`config.mk`:
```
export PLATFORM = sky130hd
export DESIGN_NAME = nvs_host
export DESIGN_NICKNAME = d
export VERILOG_FILES = /design/src/nvs_sync.v /design/src/nvs_host.v
export VERILOG_INCLUDE_DIRS = /design/src
export SDC_FILE = /design/constraint.sdc
export NUM_CORES = 1
export LEC_CHECK = 0
export BUFFER_PORTS_ARGS = -buffer_cell sky130_fd_sc_hd__buf_2
export CELL_PAD_IN_SITES_DETAIL_PLACEMENT = 1
export CELL_PAD_IN_SITES_GLOBAL_PLACEMENT = 1
export CORE_MARGIN = 2
export CORE_UTILIZATION = 42
export DETAILED_ROUTE_END_ITERATION = 10
export PLACE_DENSITY_LB_ADDON = 0.25
export SYNTH_ARGS = -nofsm -noshare
export SYNTH_HDL_FRONTEND = slang
export SYNTH_SLANG_ARGS = --single-unit
```
`constraint.sdc`:
```
create_clock -name mclk_in -period 5.9 [get_ports mclk_in]
set_input_delay 1.18 -clock mclk_in [delete_from_list [all_inputs] [get_ports mclk_in]]
set_output_delay 1.18 -clock mclk_in [all_outputs]
set_load 0.01 [all_outputs]
```
`src/nvs_defines.vh`:
```
// Timing counts, command codes and widths for the nonvolatile SRAM host controller.
// Assumes a 200 MHz controller clock; every count is derived from its time.
`ifndef NVS_DEFINES_VH
`define NVS_DEFINES_VH

`define NVS_CLK_PERIOD_NS 5
`define NVS_SYNC_STAGES 2

// Access timing, slowest speed grade
`define NVS_SEQ_READ_NS 45
`define NVS_SEQ_READ_CYC ((`NVS_SEQ_READ_NS + `NVS_CLK_PERIOD_NS - 1) / `NVS_CLK_PERIOD_NS)
`define NVS_PIN_PULSE_NS 15
`define NVS_PIN_PULSE_CYC ((`NVS_PIN_PULSE_NS + `NVS_CLK_PERIOD_NS - 1) / `NVS_CLK_PERIOD_NS)
`define NVS_BUSY_LAT_NS 500
`define NVS_BUSY_LAT_CYC (`NVS_BUSY_LAT_NS / `NVS_CLK_PERIOD_NS)
`define NVS_BUSY_HIGH_NS 500

// Long times in microseconds and milliseconds
`define NVS_SETTLE_US 100
`define NVS_SETTLE_CYC (`NVS_SETTLE_US * 1000 / `NVS_CLK_PERIOD_NS)
`define NVS_PU_HOLD_US 70
`define NVS_PU_HOLD_CYC ((`NVS_PU_HOLD_US * 1000 + `NVS_CLK_PERIOD_NS - 1) / `NVS_CLK_PERIOD_NS)
`define NVS_BUSY_OUT_US 5
`define NVS_BUSY_OUT_CYC ((`NVS_BUSY_OUT_US * 1000 + `NVS_CLK_PERIOD_NS - 1) / `NVS_CLK_PERIOD_NS)
`define NVS_GRACE_MAX_US 70
`define NVS_STORE_MS 8
`define NVS_STORE_CYC (`NVS_STORE_MS * 1000000 / `NVS_CLK_PERIOD_NS)
`define NVS_PU_RESTORE_MS 20
`define NVS_PU_RESTORE_CYC (`NVS_PU_RESTORE_MS * 1000000 / `NVS_CLK_PERIOD_NS)
`define NVS_SOFT_RESTORE_US 200
`define NVS_SOFT_RESTORE_CYC (`NVS_SOFT_RESTORE_US * 1000 / `NVS_CLK_PERIOD_NS)

// Command codes on cmd_op_in
`define NVS_OP_PIN_SAVE 3'h0
`define NVS_OP_SOFT_SAVE 3'h1
`define NVS_OP_SOFT_RESTORE 3'h2
`define NVS_OP_AUTO_ENABLE 3'h3
`define NVS_OP_AUTO_DISABLE 3'h4

`define NVS_CNT_W 23
`define NVS_SEQ_LEN 6

`endif

```
`src/nvs_sync.v`:
```
// Two-stage synchroniser for pins that arrive from the asynchronous memory.
// Assumes the input is a level that stays put for several clocks.
`timescale 1ns/1ps
module nvs_sync #(
   parameter W = 1,
   parameter [W-1:0] INIT = {W{1'b0}}
) (
   input wire mclk_in,
   input wire rst_b_in,
   input wire [W-1:0] d_in,
   output reg [W-1:0] q_out
);
   reg [W-1:0] meta;

   // First stage feeds the second only
   always @(posedge mclk_in or negedge rst_b_in) begin
      if (!rst_b_in) begin
         meta <= INIT;
         q_out <= INIT;
      end else begin
         meta <= d_in;
         q_out <= meta;
      end
   end
endmodule

```
`src/nvs_host.v`:
```
// Host controller driving an asynchronous nonvolatile SRAM through its pins.
// Assumes a supply supervisor gives pwr_ok_in; all pin inputs are synchronised here.
`timescale 1ns/1ps
`include "nvs_defines.vh"

// Summary of operation
// - Busy pin released during ordinary accesses
// - Pin save pulse low at least 15 ns
// - Six reads of table, write strobe high
// - Sequence reads timed by chip select
// - No access during settle after sixth read
module nvs_host #(
   parameter AW = 18,
   parameter DW = 16,
   // unlock tables, entry 0 in the low bits
   parameter [6*AW-1:0] SAVE_SEQ = {6*AW{1'b0}},
   parameter [6*AW-1:0] RESTORE_SEQ = {6*AW{1'b0}},
   parameter [6*AW-1:0] AUTO_EN_SEQ = {6*AW{1'b0}},
   parameter [6*AW-1:0] AUTO_DIS_SEQ = {6*AW{1'b0}},
   parameter [`NVS_CNT_W-1:0] ACC_CYC = `NVS_SEQ_READ_CYC,
   parameter [`NVS_CNT_W-1:0] PULSE_CYC = `NVS_PIN_PULSE_CYC,
   parameter [`NVS_CNT_W-1:0] LAT_CYC = `NVS_BUSY_LAT_CYC,
   parameter [`NVS_CNT_W-1:0] SETTLE_CYC = `NVS_SETTLE_CYC,
   parameter [`NVS_CNT_W-1:0] PU_HOLD_CYC = `NVS_PU_HOLD_CYC,
   parameter [`NVS_CNT_W-1:0] BUSY_OUT_CYC = `NVS_BUSY_OUT_CYC,
   parameter [`NVS_CNT_W-1:0] STORE_CYC = `NVS_STORE_CYC,
   parameter [`NVS_CNT_W-1:0] PU_RESTORE_CYC = `NVS_PU_RESTORE_CYC,
   parameter [`NVS_CNT_W-1:0] SOFT_RESTORE_CYC = `NVS_SOFT_RESTORE_CYC
) (
   input wire mclk_in,
   input wire rst_b_in,
   input wire pwr_ok_in,
   input wire acc_valid_in,
   input wire acc_write_in,
   input wire [AW-1:0] acc_addr_in,
   input wire [DW-1:0] acc_wdata_in,
   input wire [1:0] acc_be_in,
   input wire cmd_valid_in,
   input wire [2:0] cmd_op_in,
   output reg ready_out,
   output reg acc_done_out,
   output reg [DW-1:0] acc_rdata_out,
   output reg cmd_done_out,
   output reg timeout_out,
   output reg dirty_out,
   output reg [AW-1:0] addr_out,
   output reg chip_select_n_out,
   output reg write_strobe_n_out,
   output reg output_gate_n_out,
   output reg upper_byte_lane_n_out,
   output reg lower_byte_lane_n_out,
   output reg [DW-1:0] data_out,
   output reg data_oe_out,
   input wire [DW-1:0] data_in,
   output reg store_request_busy_n_out,
   output reg store_request_busy_n_oe_out,
   input wire store_request_busy_n_in
);
   localparam ST_BOOT = 12'h001;
   localparam ST_IDLE = 12'h002;
   localparam ST_RD = 12'h004;
   localparam ST_WR = 12'h008;
   localparam ST_GAP = 12'h010;
   localparam ST_SEQ = 12'h020;
   localparam ST_SEQ_GAP = 12'h040;
   localparam ST_SETTLE = 12'h080;
   localparam ST_PULSE = 12'h100;
   localparam ST_LAT = 12'h200;
   localparam ST_WAIT = 12'h400;
   localparam ST_RECOVER = 12'h800;

   reg [11:0] state;
   reg [`NVS_CNT_W-1:0] cnt;
   reg [`NVS_CNT_W-1:0] tmo;
   reg [2:0] op;
   reg [2:0] seq_idx;
   reg clear_dirty;
   wire busy_n_s;
   wire pwr_s;
   wire [DW-1:0] data_s;
   localparam [`NVS_CNT_W-1:0] sync_lag = `NVS_SYNC_STAGES;

   nvs_sync #(.W(2), .INIT(2'h0)) u_sync_ctl (
      .mclk_in(mclk_in),
      .rst_b_in(rst_b_in),
      .d_in({store_request_busy_n_in, pwr_ok_in}),
      .q_out({busy_n_s, pwr_s})
   );

   nvs_sync #(.W(DW), .INIT({DW{1'b0}})) u_sync_data (
      .mclk_in(mclk_in),
      .rst_b_in(rst_b_in),
      .d_in(data_in),
      .q_out(data_s)
   );

   // pick one unlock address for the running command
   function [AW-1:0] seq_addr;
      input [2:0] f_op;
      input [2:0] f_idx;
      reg [6*AW-1:0] tab;
      begin
         if (f_op == `NVS_OP_SOFT_SAVE) begin
            tab = SAVE_SEQ;
         end else if (f_op == `NVS_OP_SOFT_RESTORE) begin
            tab = RESTORE_SEQ;
         end else if (f_op == `NVS_OP_AUTO_ENABLE) begin
            tab = AUTO_EN_SEQ;
         end else begin
            tab = AUTO_DIS_SEQ;
         end
         seq_addr = tab[f_idx*AW +: AW];
      end
   endfunction

   // ----------------------------------------------------------------
   // Access and command sequencer
   // ----------------------------------------------------------------
   always @(posedge mclk_in or negedge rst_b_in) begin
      if (!rst_b_in) begin
         state <= ST_BOOT;
         cnt <= {`NVS_CNT_W{1'b0}};
         tmo <= {`NVS_CNT_W{1'b0}};
         op <= 3'h0;
         seq_idx <= 3'h0;
         clear_dirty <= 1'b0;
         ready_out <= 1'b0;
         acc_done_out <= 1'b0;
         acc_rdata_out <= {DW{1'b0}};
         cmd_done_out <= 1'b0;
         timeout_out <= 1'b0;
         dirty_out <= 1'b0;
         addr_out <= {AW{1'b0}};
         chip_select_n_out <= 1'b1;
         write_strobe_n_out <= 1'b1;
         output_gate_n_out <= 1'b1;
         upper_byte_lane_n_out <= 1'b1;
         lower_byte_lane_n_out <= 1'b1;
         data_out <= {DW{1'b0}};
         data_oe_out <= 1'b0;
         store_request_busy_n_out <= 1'b0;
         store_request_busy_n_oe_out <= 1'b0;
      end else begin
         acc_done_out <= 1'b0;
         cmd_done_out <= 1'b0;
         ready_out <= 1'b0;
         store_request_busy_n_out <= 1'b0;
         cnt <= cnt + 1'b1;
         case (state)
            ST_BOOT: begin
               // count from supply rise, then wait for busy to end
               if (!pwr_s) begin
                  cnt <= {`NVS_CNT_W{1'b0}};
               end else if (cnt >= PU_HOLD_CYC) begin
                  tmo <= PU_RESTORE_CYC;
                  clear_dirty <= 1'b1;
                  cnt <= {`NVS_CNT_W{1'b0}};
                  state <= ST_WAIT;
               end
            end
            ST_IDLE: begin
               cnt <= {`NVS_CNT_W{1'b0}};
               // supply loss means an automatic save is under way when written and enabled
               if (!pwr_s || !busy_n_s) begin
                  state <= pwr_s ? ST_WAIT : ST_BOOT;
                  tmo <= STORE_CYC;
                  clear_dirty <= 1'b0;
               end else if (cmd_valid_in) begin
                  op <= cmd_op_in;
                  seq_idx <= 3'h0;
                  if (cmd_op_in == `NVS_OP_PIN_SAVE) begin
                     // drive the busy pin low only for the request
                     store_request_busy_n_oe_out <= 1'b1;
                     state <= ST_PULSE;
                  end else begin
                     // first sequence read, write strobe high
                     addr_out <= seq_addr(cmd_op_in, 3'h0);
                     chip_select_n_out <= 1'b0;
                     output_gate_n_out <= 1'b0;
                     upper_byte_lane_n_out <= 1'b0;
                     lower_byte_lane_n_out <= 1'b0;
                     state <= ST_SEQ;
                  end
               end else if (acc_valid_in) begin
                  // chip select plus strobes and lanes
                  addr_out <= acc_addr_in;
                  chip_select_n_out <= 1'b0;
                  upper_byte_lane_n_out <= ~acc_be_in[1];
                  lower_byte_lane_n_out <= ~acc_be_in[0];
                  if (acc_write_in) begin
                     write_strobe_n_out <= 1'b0;
                     data_out <= acc_wdata_in;
                     data_oe_out <= 1'b1;
                     state <= ST_WR;
                  end else begin
                     output_gate_n_out <= 1'b0;
                     state <= ST_RD;
                  end
               end else begin
                  ready_out <= 1'b1;
               end
            end
            ST_RD: begin
               // Synchroniser lag added before the data is taken
               if (cnt == ACC_CYC + sync_lag - 1'b1) begin
                  acc_rdata_out <= data_s;
                  acc_done_out <= 1'b1;
                  chip_select_n_out <= 1'b1;
                  output_gate_n_out <= 1'b1;
                  state <= ST_GAP;
               end
            end
            ST_WR: begin
               if (cnt == ACC_CYC - 1'b1) begin
                  write_strobe_n_out <= 1'b1;
                  chip_select_n_out <= 1'b1;
                  acc_done_out <= 1'b1;
                  // a finished write marks the array dirty
                  dirty_out <= 1'b1;
                  state <= ST_GAP;
               end
            end
            ST_GAP: begin
               // Select is high here so the address may change safely
               data_oe_out <= 1'b0;
               upper_byte_lane_n_out <= 1'b1;
               lower_byte_lane_n_out <= 1'b1;
               state <= ST_IDLE;
            end
            ST_SEQ: begin
               if (cnt == ACC_CYC - 1'b1) begin
                  // end each read with chip select high
                  chip_select_n_out <= 1'b1;
                  output_gate_n_out <= 1'b1;
                  cnt <= {`NVS_CNT_W{1'b0}};
                  state <= ST_SEQ_GAP;
               end
            end
            ST_SEQ_GAP: begin
               cnt <= {`NVS_CNT_W{1'b0}};
               // nothing but the table is issued, so order holds
               if (seq_idx == `NVS_SEQ_LEN - 1) begin
                  upper_byte_lane_n_out <= 1'b1;
                  lower_byte_lane_n_out <= 1'b1;
                  state <= ST_SETTLE;
               end else begin
                  seq_idx <= seq_idx + 1'b1;
                  addr_out <= seq_addr(op, seq_idx + 1'b1);
                  chip_select_n_out <= 1'b0;
                  output_gate_n_out <= 1'b0;
                  state <= ST_SEQ;
               end
            end
            ST_SETTLE: begin
               // hold the bus idle for the whole settle time
               if (cnt == SETTLE_CYC - 1'b1) begin
                  cnt <= {`NVS_CNT_W{1'b0}};
                  // data stays blocked until busy goes away
                  tmo <= (op == `NVS_OP_SOFT_RESTORE) ? SOFT_RESTORE_CYC : STORE_CYC;
                  clear_dirty <= (op == `NVS_OP_SOFT_SAVE) || (op == `NVS_OP_SOFT_RESTORE);
                  state <= ST_WAIT;
               end
            end
            ST_PULSE: begin
               if (cnt == PULSE_CYC - 1'b1) begin
                  store_request_busy_n_oe_out <= 1'b0;
                  cnt <= {`NVS_CNT_W{1'b0}};
                  state <= ST_LAT;
               end
            end
            ST_LAT: begin
               // busy may not come at all when nothing was written
               if (cnt == LAT_CYC + sync_lag - 1'b1) begin
                  cnt <= {`NVS_CNT_W{1'b0}};
                  tmo <= STORE_CYC;
                  clear_dirty <= 1'b1;
                  state <= ST_WAIT;
               end
            end
            ST_WAIT: begin
               // released pin reads high once busy ends
               if (busy_n_s || cnt == tmo) begin
                  timeout_out <= !busy_n_s;
                  if (clear_dirty) begin
                     // completed save or restore clears the flag
                     dirty_out <= 1'b0;
                  end
                  cnt <= {`NVS_CNT_W{1'b0}};
                  state <= ST_RECOVER;
               end
            end
            ST_RECOVER: begin
               // outputs need time to come back
               if (!busy_n_s) begin
                  cnt <= {`NVS_CNT_W{1'b0}};
               end else if (cnt == BUSY_OUT_CYC - 1'b1) begin
                  cmd_done_out <= (op != 3'h7);
                  clear_dirty <= 1'b0;
                  state <= ST_IDLE;
               end
            end
            default: begin
               state <= ST_BOOT;
            end
         endcase
      end
   end
endmodule

```
==> metrics.md <==
| Metric | Value |
|---|---|
| RSZ-0062 raised after global routing | false |
| Slowest CP cell | o21ai_2 |
| Crit end category | flip-flop |
| Total grt overflow | 0 |
| CTS tree | done |
| Met1 usage | between 20 and 30% |
| Post-synth top flop | dfrtp_1 |
| Cts bufs inserted | 17 |
| Setup_tns | 0 ns |
| Die area | about 0.017 sq mm |
| CTS resizes | 0 |
| Post-detailed-routing wire length | around 17 mm |
| Vias per cell | 5.51 |
| Routing usage on met2 | a little over a third |
| Die Wd | roughly 130 microns |
| Clk slew on worst S/H paths | around 0.060 ns |
| Share of cells above drive strength 1 | between 30% and 40% |
| Global route hottest layer | met2 |
| CTS sink cnt | 145 |
| GRT met3 Usage | approximately 5.7% |
| Largest fanout on the critical path | 37 |
| First-pass GRT wire length | around 28 mm |
| Initial Util | 43.1% |
| Port-buffer cells | between 100 and 150 |
| Vias in the first global route | approximately 5,200 |
| Synth Area per Inst | ~11 sq um |
| Worst path arrival time | 3.42 ns |
| Post-CTS Setup Inserts | 0 |
| Mapped Cells | between 500 and 600 |
| Post-Route Skew | 0.00880 ns |
| Cell depth of the worst hold path | 0 |
| Register bit total from synthesis | between 100 and 150 |
| Actual slew at the worst max-slew pin | ~1.2 ns |
| H-tree levels | 4 |
| Largest area contributor in the netlist | dfrtp_1 |
| Hold Buf Count CTS | 0 |
| Worst hold path class | flip-flop to flip-flop |
| Most used cell, CP | o21ai_0 |
| Synthesized area | about 0.0065 sq mm |
| Area Overhead vs Synth | 19.2% |
| Tcrit/Tclk final | between 50% and 60% |
| Placed cell areas | between 0.007 and 0.008 sq mm |
| Worst path cell trace | buf_2 > nor3_1 > inv_1 > o21ai_0 > nor2_1 > o21ai_2 > o21ai_0 |
| Drt pass-1 iters | 4 |
| Leading cell types in the layout, fill and taps excluded | 139 x dfrtp_1, 122 x buf_2, 59 x nand2_1 |
| FFs w/ async S/R, synth | 100% |
| Fmax achieved | 315 MHz |
| Sum of buffers and inverters on the critical path | 2 |
| Slew margin rel. | 17.2% |
| Post-synth net total | 639 |
| Synth warnings | 0 |
| Fin crit period | 3.18 ns |
| CTS Buffer Depth | 2 |
| Post-synth EDFFs | 0 |
| Largest net degree at the start of global routing | 82 |
| Outcome | finished clean |
| Number of remaining DRC errors | 0 |
| Leak | about 3.8 nW |
| # rows | 45 |
| Reg2reg path depth | 5 |
| RePlAce Congestion | between 0.8 and 0.9 |
| CP Launch Type | input pin |
| Clock root buffer master | clkbuf_16 |
| Seq/Total Area, Yosys | a little under three fifths |
| Max incr delay on CP | about 0.92 ns |
| Post-synth top area share | a little over half |
| Die Y | 129 microns |
| Worst vdd ir | 0.182 mV |
| Data required time of the worst path | 6.14 ns |
| Total power per unit cell area | 274 mW/mm^2 |
| Crit Path Category | input pin to flip-flop |
| Delay-heaviest family, CP | compound AO/OA/AOI/OAI gates |
| NumNets Final | ~760 |
| Final Setup Violations | 0 |
| Post-synthesis cell type count | 78 |
| Clk_lat worst skew | ~0.43 ns |
| Synth top area cells | dfrtp_1 53%, mux2_2 6.9%, nand2_1 3.4% |
| Number of antenna-violating nets in the routed design | 0 |
| Most common cell after layout, fill and taps aside | dfrtp_1 |
| Hold Worst Slack | roughly 0.35 ns |
| Final Slew Violations | 0 |
| Final Hold Vio Count | 0 |
| Initial drt markers | 255 |
| I/O pins | 125 |
| Via count | just under 5,000 |
| Core area | between 0.015 and 0.02 sq mm |
| Max cap viols | 0 |
| Initial antenna violation count | 0 |
| Design Area, Final | about 0.008 sq mm |
| N_diodes | 0 |
| GR Util All Layers | a little over a fifth |
| Post-DP HPWL | approximately 12 mm |
| Avg WL per Cell | around 19 microns |
| Critical Path Stages | 7 |
## path summary, 6_finish.rpt
path | start | end | slack (ns)
worst max-delay path | cmd_op_in[1] | addr_out[15] | 2.72
worst min-delay path | u_sync_data.meta[13] | u_sync_data.q_out[13] | 0.35
worst max register to register | state[8] | data_out[7] | 2.87
worst min register to register | u_sync_data.meta[13] | u_sync_data.q_out[13] | 0.35
max in group asynchronous | rst_b_in | addr_out[3] | 3.84
min in group asynchronous | rst_b_in | cnt[16] | 0.78
## cell type report
| cell class | instances | area, sq um |
|---|---|---|
| inverters | 12 | 45.0 |
| repair buffers | 127 | 652 |
| well taps | 188 | 235 |
| fillers | 1687 | 7400 |
| clock buffers | 18 | 429 |
| clock inverters | 14 | 139 |
| multi-input cells | 388 | 2670 |
| flip-flops and latches | 145 | 3640 |
## metrics by stage
stage / power (mW) / setup WS (ns) / util (%) / std cells
2_1_floorplan: 1.07 / 3.23 / - / 571
3_3_place_gp: 1.12 / 2.52 / 47.6 / 860
3_5_place_dp: 1.13 / 2.31 / 47.6 / 860
4_1_cts: 2.17 / 2.69 / 51.3 / 892
5_1_grt: 2.22 / 2.39 / 51.3 / 892
6_report: 2.14 / 2.72 / 51.3 / 892
## Yosys cell counts, types with 3 or more instances
master	number
or4_2	3
a31oi_1	3
and4_1	4
a21o_1	3
clkbuf_1	8
o2111ai_1	3
o31ai_1	3
and3_1	8
o32ai_1	3
mux2_2	40
dfstp_2	6
nor4_1	12
or2_2	3
nor2b_1	7
inv_1	12
nand3_1	21
nor4b_1	3
dfrtp_1	139
ha_1	6
nand2_1	59
a21oi_1	7
nor2_1	52
xor2_1	15
xnor2_1	10
buf_6	4
nand2b_1	9
nand4_1	9
nor3_1	8
clkbuf_8	5
buf_4	5
or4_1	5
o21ai_0	32
and4b_2	3
nor4_4	3
## state kept, by name, summed over array words and instances, names as in the netlist, 2 cells and up
name               flops
acc_rdata_out         16
addr_out              18
seq_idx                3
state                 12
u_sync_data.meta      16
u_sync_ctl.meta        2
cnt                   23
u_sync_ctl.q_out       2
op                     3
data_out              16
u_sync_data.q_out     16
tmo                    5
## routing by layer
layer  share of wire (%)  vias to the layer above  wire length [microns]
met2                  50                      137                   8430
met1                  44                     2491                   7400
met4                 1.6                        0                    278
li1                    -                     2265                      -
met3                 4.9                       19                    829
met5                   0                        -                      0
## power by group
part	total [mW]	internal [mW]	switching [mW]	leakage, nW
combinational	0.0838	0.0320	0.0518	1.63
clock	1.03	0.558	0.473	0.275
sequential	1.03	1.01	0.0125	1.90
## worst reg2reg max path, delay by kind of cell (launching register included)
| kind | cells | cell delay [ns] |
|---|---|---|
| mux | 1 | 0.43 |
| simple gates | 4 | 2.00 |
| flops | 1 | 0.48 |
## logic make-up (layout without fill, tap and decap cells)
kind of cell / count (synthesis) / in the layout / synth area share, %
simple gates: 236 / 236 / 20.5
flops: 145 / 145 / 55.5
compound gates: 79 / 79 / 8.58
mux: 41 / 41 / 7.03
buf+inv: 38 / 171 / 3.75
xor+xnor: 25 / 25 / 3.34
fa+ha+maj: 6 / 6 / 1.15
other cells: 1 / 1 / 0.0573
(Power assumes the default switching activity.)
